## config.mk

```make
export PLATFORM = sky130hd
export DESIGN_NAME = cid_decode
export DESIGN_NICKNAME = d
export VERILOG_FILES = /design/src/rtl/cid_pkg.sv /design/src/rtl/cid_file_mem.sv /design/src/rtl/cid_decode.sv
export VERILOG_INCLUDE_DIRS = /design/src /design/src/rtl
export SDC_FILE = /design/constraint.sdc
export NUM_CORES = 2
export LEC_CHECK = 0
export BUFFER_PORTS_ARGS = -buffer_cell sky130_fd_sc_hd__buf_2
export CORE_MARGIN = 2
export CORE_UTILIZATION = 55
export DETAILED_ROUTE_END_ITERATION = 8
export PLACE_DENSITY = 0.67
export SYNTH_ARGS = -nofsm -noshare
export SYNTH_HDL_FRONTEND = slang
export SYNTH_HIERARCHICAL = 1
export SYNTH_SLANG_ARGS = --single-unit
```

## constraint.sdc

```tcl
create_clock -name clk -period 9.77 [get_ports clk]
set_input_delay 1.4655 -clock clk [delete_from_list [all_inputs] [get_ports clk]]
set_output_delay 1.4655 -clock clk [all_outputs]
set_load 0.005 [all_outputs]
```

## src/rtl/cid_params.svh

```systemverilog
/*
 holds the opcode patterns, field positions, reset values and modifier codes
 of the instruction decoder as macros; assumes nothing of its surroundings.
*/
`ifndef CID_PARAMS_SVH
`define CID_PARAMS_SVH

// word and field sizes
`define CID_INSN_W        14
`define CID_DATA_W        8
`define CID_PTR_W         16
`define CID_FILE_AW       7
`define CID_FILE_DEPTH    128

// full-word encodings
`define CID_OP_STANDBY    14'h0063
`define CID_OP_DIRMASK    14'h3FF8
`define CID_OP_DIRLOAD    14'h0060
`define CID_OP_IND_MASK   14'h3FF0
`define CID_OP_IND        14'h0010

// top-six-bit opcode groups
`define CID_TOP_PTRADD    6'h31
`define CID_TOP_IDX       6'h3F
`define CID_TOP_ANDLIT    6'h39
`define CID_TOP_ADDLIT    6'h3E
`define CID_TOP_ANDREG    6'h05
`define CID_TOP_ADDREG    6'h07

// field positions
`define CID_BIT_WRITE     7
`define CID_BIT_PTR_IDX   6
`define CID_BIT_PTR_IND   2
`define CID_BIT_DEST      7

// modifier codes of the indirect moves
`define CID_MM_PREINC     2'h0
`define CID_MM_PREDEC     2'h1
`define CID_MM_POSTINC    2'h2
`define CID_MM_POSTDEC    2'h3

// reset values
`define CID_ACC_RESET     8'h00
`define CID_PTR_RESET     16'h0000

`endif

```

## src/rtl/cid_pkg.sv

```systemverilog
/*
 holds the types of the instruction decoder; assumes cid_params.svh
 supplies the numeric constants.
*/
package cid_pkg;
   typedef enum logic [2:0] {
      CID_EXEC  = 3'b001,
      CID_IDLE  = 3'b010,
      CID_STALL = 3'b100
   } cid_state_t;
endpackage

```

## src/rtl/cid_file_mem.sv

```systemverilog
/*
 holds the 128-byte file register memory with a registered read port and
 one write port; assumes a single clock and synchronous use.
*/
`timescale 1ns/1ps
`include "cid_params.svh"

module cid_file_mem (
   // clock
   input  wire logic                      clk,
   // read port
   input  wire logic [`CID_FILE_AW-1:0]   rd_addr,
   output logic      [`CID_DATA_W-1:0]    rd_data,
   // write port
   input  wire logic                      wr_en,
   input  wire logic [`CID_FILE_AW-1:0]   wr_addr,
   input  wire logic [`CID_DATA_W-1:0]    wr_data
);
   logic [`CID_DATA_W-1:0] mem [`CID_FILE_DEPTH];

   // write, then registered read
   always_ff @(posedge clk) begin
      if (wr_en) begin
         mem[wr_addr] <= wr_data;
      end
   end

   always_ff @(posedge clk) begin
      rd_data <= mem[rd_addr];
   end
endmodule // cid_file_mem

```

## src/rtl/cid_decode.sv

```systemverilog
/*
 decodes and executes a subset of the 14-bit instruction set: standby entry,
 direction load, pointer add, indirect moves and AND/add with accumulator.
 assumes program memory presents one instruction word with insn_valid and
 takes it when insn_ready is high; the indirect data space answers reads
 combinationally on ind_rd_data.
*/
// Functional notes
// RULE_01: standby opcode one cycle, updates standby flags
// RULE_02: direction load copies accumulator, no flags
// RULE_03: pointer add decodes pointer select, literal
// RULE_04: literal sign-extended, added to pointer pair
// RULE_05: pointer arithmetic wraps modulo sixteen bits
// RULE_06: indirect read with inc/dec, sets zero
// RULE_07: indexed indirect read into accumulator, zero
// RULE_08: indirect write with inc/dec, no flags
// RULE_09: indexed indirect write of accumulator, no flags
// RULE_10: taken branch or counter change adds idle; code adds none for a word that completes from the stall state
// RULE_11: pointer msb set adds one stall cycle
// RULE_12: literal AND into accumulator, zero only
// RULE_13: literal add updates carry, half, zero
// RULE_14: register AND, destination bit, zero only
// RULE_15: register add, destination bit, all three flags
// RULE_16: zero flag set when result is zero
`timescale 1ns/1ps
`include "cid_params.svh"

module cid_decode
   import cid_pkg::*;
(
   // clock and reset
   input  wire logic                       clk,
   input  wire logic                       reset,
   // instruction stream
   input  wire logic [`CID_INSN_W-1:0]     insn,
   input  wire logic                       insn_valid,
   output logic                            insn_ready,
   // program flow events from the rest of the core
   input  wire logic                       pc_modified,
   input  wire logic                       cond_true,
   // indirect data space
   output logic      [`CID_PTR_W-1:0]      ind_addr,
   output logic                            ind_wr,
   output logic      [`CID_DATA_W-1:0]     ind_wr_data,
   input  wire logic [`CID_DATA_W-1:0]     ind_rd_data,
   // direction load
   output logic                            pin_direction_load,
   output logic      [2:0]                 dir_select,
   output logic      [`CID_DATA_W-1:0]     dir_data,
   // state
   output logic      [`CID_DATA_W-1:0]     acc,
   output logic      [`CID_PTR_W-1:0]      pointer_pair0,
   output logic      [`CID_PTR_W-1:0]      pointer_pair1,
   output logic                            zero_flag,
   output logic                            overflow_out_bit,
   output logic                            half_nibble_overflow,
   output logic                            watchdog_expired_flag,
   output logic                            power_down_flag,
   output logic                            standby_req,
   output logic                            idle_slot
);
   import cid_pkg::*;

   cid_state_t state;
   cid_state_t next_state;

   // add with carry outputs, used by both add forms
   function automatic logic [9:0] add8(input logic [7:0] a, input logic [7:0] b);
      logic [8:0] s;
      logic [4:0] h;
      s = {1'b0, a} + {1'b0, b};
      h = {1'b0, a[3:0]} + {1'b0, b[3:0]};
      return {s[8], h[4], s[7:0]};
   endfunction

   // pointer plus sign-extended six-bit literal, wraps at sixteen bits
   function automatic logic [15:0] ptr_add(input logic [15:0] p, input logic [5:0] k);
      return p + {{10{k[5]}}, k}; // RULE_04 RULE_05
   endfunction

   // instruction fields
   logic [5:0] top;
   logic       sel_idx;
   logic       sel_ind;
   logic [1:0] mm;
   logic [7:0] lit;
   logic [6:0] faddr;
   logic       dest;
   assign top     = insn[13:8];
   assign sel_idx = insn[`CID_BIT_PTR_IDX];
   assign sel_ind = insn[`CID_BIT_PTR_IND];
   assign mm      = insn[1:0];
   assign lit     = insn[7:0];
   assign faddr   = insn[6:0];
   assign dest    = insn[`CID_BIT_DEST];

   // opcode decode
   logic is_standby, is_dir, is_ptradd, is_ind, is_idx, is_andl, is_addl, is_andf, is_addf;
   logic is_wr;
   assign is_standby = (insn == `CID_OP_STANDBY); // RULE_01
   assign is_dir     = ((insn & `CID_OP_DIRMASK) == `CID_OP_DIRLOAD) && !is_standby; // RULE_02
   assign is_ptradd  = (top == `CID_TOP_PTRADD) && !insn[`CID_BIT_WRITE]; // RULE_03
   assign is_ind     = ((insn & `CID_OP_IND_MASK) == `CID_OP_IND); // RULE_06 RULE_08
   assign is_idx     = (top == `CID_TOP_IDX); // RULE_07 RULE_09
   assign is_andl    = (top == `CID_TOP_ANDLIT);
   assign is_addl    = (top == `CID_TOP_ADDLIT);
   assign is_andf    = (top == `CID_TOP_ANDREG);
   assign is_addf    = (top == `CID_TOP_ADDREG);
   assign is_wr      = is_ind ? insn[3] : insn[`CID_BIT_WRITE];

   // selected pointer and effective address
   logic       psel;
   logic [15:0] pcur, pinc, pdec, pnew, eaddr;
   assign psel  = is_idx ? sel_idx : sel_ind;
   assign pcur  = psel ? pointer_pair1 : pointer_pair0;
   assign pinc  = pcur + 16'h0001; // RULE_05
   assign pdec  = pcur - 16'h0001; // RULE_05
   always_comb begin
      pnew  = pcur;
      eaddr = pcur;
      if (is_idx) begin
         eaddr = ptr_add(pcur, insn[5:0]); // RULE_07 RULE_09
      end else begin
         unique case (mm)
            `CID_MM_PREINC:  begin pnew = pinc; eaddr = pinc; end
            `CID_MM_PREDEC:  begin pnew = pdec; eaddr = pdec; end
            `CID_MM_POSTINC: begin pnew = pinc; eaddr = pcur; end
            `CID_MM_POSTDEC: begin pnew = pdec; eaddr = pcur; end
         endcase
      end
   end

   logic ind_op;
   logic execute;
   assign ind_op  = is_ind || is_idx;
   assign execute = (state == CID_EXEC) && insn_valid;

   // indirect op with pointer msb set waits one cycle before completing
   logic need_stall;
   assign need_stall = ind_op && pcur[15] && (state == CID_EXEC); // RULE_11
   // register forms wait until the registered read shows this word's address
   // and no write landed at the last edge, else the operand would be stale
   logic [6:0] rd_addr_q;
   logic       f_wr_q;
   logic       f_ready;
   assign f_ready = (rd_addr_q == faddr) && !f_wr_q; // RULE_14 RULE_15
   logic commit;
   assign commit = ((execute && !need_stall) || (state == CID_STALL)) && (!(is_andf || is_addf) || f_ready);

   // held instruction is the same word; program memory keeps it while not ready
   assign insn_ready = commit;
   assign idle_slot  = (state == CID_IDLE); // RULE_10

   // state machine
   always_comb begin
      next_state = state;
      unique case (state)
         CID_EXEC: begin
            if (execute && need_stall) begin
               next_state = CID_STALL; // RULE_11
            end else if (commit && (pc_modified || cond_true)) begin
               next_state = CID_IDLE; // RULE_10
            end
         end
         CID_STALL: begin
            next_state = CID_EXEC;
         end
         CID_IDLE: begin
            next_state = CID_EXEC;
         end
         default: begin
            next_state = CID_EXEC;
         end
      endcase
   end

   always_ff @(posedge clk or posedge reset) begin
      if (reset) begin
         state <= CID_EXEC;
      end else begin
         state <= next_state;
      end
   end

   // file register memory
   logic [7:0] fdata;
   logic [7:0] alu_res;
   logic       f_wr;
   assign f_wr = commit && (is_andf || is_addf) && dest; // RULE_14 RULE_15
   cid_file_mem u_mem (
      .clk     (clk),
      .rd_addr (faddr),
      .rd_data (fdata),
      .wr_en   (f_wr),
      .wr_addr (faddr),
      .wr_data (alu_res)
   );

   // address of the read now on fdata, and whether a write may have made it stale
   always_ff @(posedge clk or posedge reset) begin
      if (reset) begin
         rd_addr_q <= 7'h00;
         f_wr_q    <= 1'b0;
      end else begin
         rd_addr_q <= faddr;
         f_wr_q    <= f_wr;
      end
   end

   // alu result and flags
   logic [9:0] sum;
   logic [7:0] operand;
   assign operand = (is_addl || is_andl) ? lit : fdata;
   assign sum     = add8(acc, operand);
   always_comb begin
      alu_res = 8'h00;
      if (is_andl || is_andf) begin
         alu_res = acc & operand; // RULE_12 RULE_14
      end else if (is_addl || is_addf) begin
         alu_res = sum[7:0]; // RULE_13 RULE_15
      end
   end

   logic do_op;
   assign do_op = commit && (!(is_andf || is_addf) || f_ready);

   // accumulator
   always_ff @(posedge clk or posedge reset) begin
      if (reset) begin
         acc <= `CID_ACC_RESET;
      end else if (do_op) begin
         if (is_andl || is_addl || ((is_andf || is_addf) && !dest)) begin
            acc <= alu_res; // RULE_12 RULE_13 RULE_14 RULE_15
         end else if (ind_op && !is_wr) begin
            acc <= ind_rd_data; // RULE_06 RULE_07
         end
      end
   end

   // status flags
   always_ff @(posedge clk or posedge reset) begin
      if (reset) begin
         zero_flag            <= 1'b0;
         overflow_out_bit     <= 1'b0;
         half_nibble_overflow <= 1'b0;
      end else if (do_op) begin
         if (is_andl || is_andf || is_addl || is_addf) begin
            zero_flag <= (alu_res == 8'h00); // RULE_16
         end else if (ind_op && !is_wr) begin
            zero_flag <= (ind_rd_data == 8'h00); // RULE_06 RULE_07 RULE_16
         end
         if (is_addl || is_addf) begin
            overflow_out_bit     <= sum[9]; // RULE_13 RULE_15
            half_nibble_overflow <= sum[8];
         end
      end
   end

   // standby flags: watchdog-expired set, power-down cleared on entry
   always_ff @(posedge clk or posedge reset) begin
      if (reset) begin
         watchdog_expired_flag <= 1'b1;
         power_down_flag       <= 1'b1;
         standby_req           <= 1'b0;
      end else begin
         standby_req <= commit && is_standby; // RULE_01
         if (commit && is_standby) begin
            watchdog_expired_flag <= 1'b1; // RULE_01
            power_down_flag       <= 1'b0;
         end
      end
   end

   // pointer pairs
   always_ff @(posedge clk or posedge reset) begin
      if (reset) begin
         pointer_pair0 <= `CID_PTR_RESET;
         pointer_pair1 <= `CID_PTR_RESET;
      end else if (commit) begin
         if (is_ptradd) begin
            if (sel_idx) begin
               pointer_pair1 <= ptr_add(pointer_pair1, insn[5:0]); // RULE_03 RULE_04
            end else begin
               pointer_pair0 <= ptr_add(pointer_pair0, insn[5:0]); // RULE_03 RULE_04
            end
         end else if (is_ind) begin
            if (psel) begin
               pointer_pair1 <= pnew; // RULE_06 RULE_08
            end else begin
               pointer_pair0 <= pnew;
            end
         end
      end
   end

   // indirect access and direction load outputs
   assign ind_addr    = eaddr;
   assign ind_wr      = commit && ind_op && is_wr; // RULE_08 RULE_09
   // straight from the accumulator flops, so a write right after an update stores the new value
   assign ind_wr_data = acc; // RULE_08 RULE_09
   always_ff @(posedge clk or posedge reset) begin
      if (reset) begin
         pin_direction_load <= 1'b0;
         dir_select         <= 3'h0;
         dir_data           <= 8'h00;
      end else begin
         pin_direction_load <= commit && is_dir; // RULE_02
         if (commit && is_dir) begin
            dir_select <= insn[2:0];
            dir_data   <= acc;
         end
      end
   end
endmodule // cid_decode

```

==> flow_summary.json <==
{
  "status": "completed",
  "clk_latency_ns": 0.68,
  "path_max_fanout": 103,
  "worstMarginPinSlew_ns": 1.29,
  "syn_avg_cell_area_um2": 18.3,
  "rows": 107,
  "die_x_um": 296,
  "dp_cells": 3722,
  "syn2layout_area_growth_pct": 11.3,
  "nFillCells": 5984,
  "min_to": "power_down_flag",
  "fin_crit_ns": 7.32,
  "layout.cells.non_filler": 3921,
  "via_per_inst": 6.38,
  "yosysMostFrequentCell": "edfxtp_1",
  "wire_per_inst_um": 28.3,
  "crit_arrival_ns": 5.85,
  "remaining_drc_errors": 0,
  "critPathLaunchType": "input port",
  "multi_input_area_mm2": 0.0136,
  "wl_met3_um": 8410,
  "hold_viol_final": 0,
  "drive_gt1_share_pct": 25.6,
  "synth_nets": 2656,
  "hold_path.class": "flip-flop to flip-flop",
  "finalWeightedCongestion": 0.886,
  "yosysWarnings": 6,
  "yosys_register_bits": 1100,
  "hold_buffers": 0,
  "synthTopCellsByCount": "edfxtp_1 (1024), mux4_2 (336), nor2_1 (203)",
  "drtIter0Drc": 2804,
  "worstPathRequired_ns": 8.30,
  "yosysTopAreaCellShare_pct": 65.5,
  "cts.repair.resized": 0,
  "vias": 25000,
  "core_area_mm2": 0.0849,
  "synth_edf_count": 1024,
  "grt_remaining_overflow": 0,
  "initial_core_util_pct": 55.3,
  "peakVddDrop_v": 0.000138,
  "highest_layer": "met5",
  "synth_cells": 2569,
  "drtPass1Iterations": 6,
  "path_cells": "buf_8, inv_1, a21oi_1, o21ai_0, and2_1, inv_1, ha_1, inv_1, fa_1, nor2b_1, o21a_1, o21ai_0, a21o_1, a21oi_1, o41ai_1, o21ai_0, xor2_1, mux2_2, buf_2",
  "design_area_mm2": 0.0523,
  "cts_tree": "yes",
  "routed-wl-met2_um": 55000,
  "hold_depth": 1,
  "leakage_nw": 18.0,
  "cts_buffer_depth": 3,
  "wirelength_um": 111000,
  "place_hpwl_um": 68700,
  "grt_pass1_wl_um": 164000,
  "synth.area.top_cells": "edfxtp_1 (65%), mux4_2 (16%), dfrtp_1 (3.5%)",
  "r2r-start": "rd_addr_q[0]",
  "grt_max_degree": 117,
  "syn_area_mm2": 0.0470,
  "utilization_pct": 61.6,
  "finalSetupTns_ns": 0,
  "total_power_mw": 10.4,
  "relSlewSlack_pct": 13.4,
  "ys_seq_area_share_pct": 69.4,
  "track_usage_pct": 25.6,
  "slew_viol_final": 0,
  "cts_made_buffers": 108,
  "io_buffers": 110,
  "cts_max_level": 3,
  "die_h_um": 296,
  "r2r_end": "u_mem/mem[58][6]",
  "synth_ff_type": "edfxtp_1",
  "cp_slowest_stage_delay_ns": 0.53,
  "ant_nets": 0,
  "fin_worst_skew_ns": 0.0388,
  "clock.fmax_mhz": 137,
  "crit_type": "input port to output port",
  "io_pins": 112,
  "m1WireLength_um": 44600,
  "die_area_mm2": 0.0878,
  "synthArstFlopShare_pct": 6.18,
  "antenna_found_initial": 3,
  "cts_sinks": 1100,
  "yosys.area.top_type": "edfxtp_1",
  "cp-end-kind": "output port",
  "nets": 2775,
  "rrSetupSlack_ns": 5.51,
  "grt_pass1_vias": 24900,
  "cts_setup_buffers": 0,
  "maxCapViolCount": 0,
  "min_from": "power_down_flag",
  "power.density_mw_per_mm2": 199,
  "timing.final.crit_share_pct": 74.9,
  "clkTransAtPathRegs_ns": 0.06,
  "setup_viol": 0,
  "clockRootBuffer": "clkbuf_16",
  "yosys.cell_types.count": 72,
  "dpl_cell_area_mm2": 0.0487,
  "critPathSlowestCell": "buf_8",
  "rsz0062_at_grt": "no",
  "rr_worst_depth": 11,
  "regArea_mm2": 0.0326
}
[cell families (layout without fill, tap and decap cells)]
group,count (synthesis),count (layout),share of synthesized area (%)
compound gates,275,275,3.83
xor+xnor,71,71,1.32
fa+ha+maj,60,60,1.66
buf+inv,181,388,1.79
flops,1100,1100,69.4
mux,371,371,16.9
other cells,1,2,0.00798
simple gates,510,510,5.04
[power by group]
part	internal [mW]	switching, mW	leakage [nW]
sequential	5.20	0.0662	10.9
combinational	0.389	0.552	5.29
clock	2.45	1.76	1.76
[critical path: cells and delay by family]
kind / cells / cell delay (ns)
AO/OA/AOI/OAI: 8 / 1.66
multiplexers: 1 / 0.27
XOR/XNOR: 1 / 0.09
adder cells (fa/ha/maj): 2 / 0.59
AND/OR/NAND/NOR: 2 / 0.39
buffers and inverters: 5 / 1.31
[flip-flops by register name, summed over array words and instances, names as in the netlist]
name	count
u_mem/mem	1024
pointer_pair0	16
pointer_pair1	16
acc	8
dir_data	8
u_mem/rd_data	8
rd_addr_q	7
dir_select	3
state	3
f_wr_q	1
half_nibble_overflow	1
overflow_out_bit	1
pin_direction_load	1
power_down_flag	1
standby_req	1
zero_flag	1
[per-layer routing]
layer / vias to the layer above / global-route usage, %
met3: 171 / 4.44
li1: 10700 / -
met1: 13100 / 36.2
met2: 1065 / 41.7
met4: 2 / 7.49
met5: - / 0
[area by class of cell]
type | count | share of cell area, %
clock inverter | 68 | 1.56
tap | 1144 | 2.74
timing repair buffer | 149 | 1.72
inverter | 41 | 0.328
clock buffer | 130 | 5.37
antenna | 1 | 0.00479
multi-input combinational | 1288 | 25.9
sequential | 1100 | 62.4
[worst max-delay path by stage]
stage / from / endpoint / slack (ns) / cells past startpoint
6_report: insn[2] / ind_addr[14] / 2.45 / 19
5_1_grt: insn[2] / ind_addr[14] / 2.06 / 19
4_1_cts: insn[2] / ind_addr[14] / 2.45 / 19
3_5_place_dp: insn[2] / ind_addr[14] / 2.46 / 19
3_3_place_gp: insn[2] / ind_addr[14] / 2.54 / 16
2_1_floorplan: insn[10] / ind_addr[14] / 3.59 / 20
[cells in the final DEF, fill, tap and decap left out, types with 12 or more instances in the layout]
cell	n
clkinv_2	21
nor3_1	42
a31oi_1	15
or3_1	15
xor2_1	24
clkinv_1	19
a211oi_1	17
inv_1	28
mux4_2	336
dfrtp_1	66
xnor2_1	47
o21ai_0	61
clkbuf_16	108
clkbuf_1	20
ha_1	56
nand4_1	13
buf_2	106
buf_4	38
nand3_1	43
nand2b_1	17
a21oi_1	88
nor2_1	202
bufinv_16	15
nand2_1	115
nor2b_1	12
mux2_2	27
a21o_1	16
edfxtp_1	1024
[per-stage QoR]
step / hold WS, ns / setup WS (ns)
5_1_grt: 0.490 / 2.06
4_1_cts: 0.486 / 2.45
2_1_floorplan: 0.473 / 3.59
3_5_place_dp: 0.475 / 2.46
6_report: 0.485 / 2.45
3_3_place_gp: 0.468 / 2.54
No activity file was read; power rests on OpenSTA's default activity.
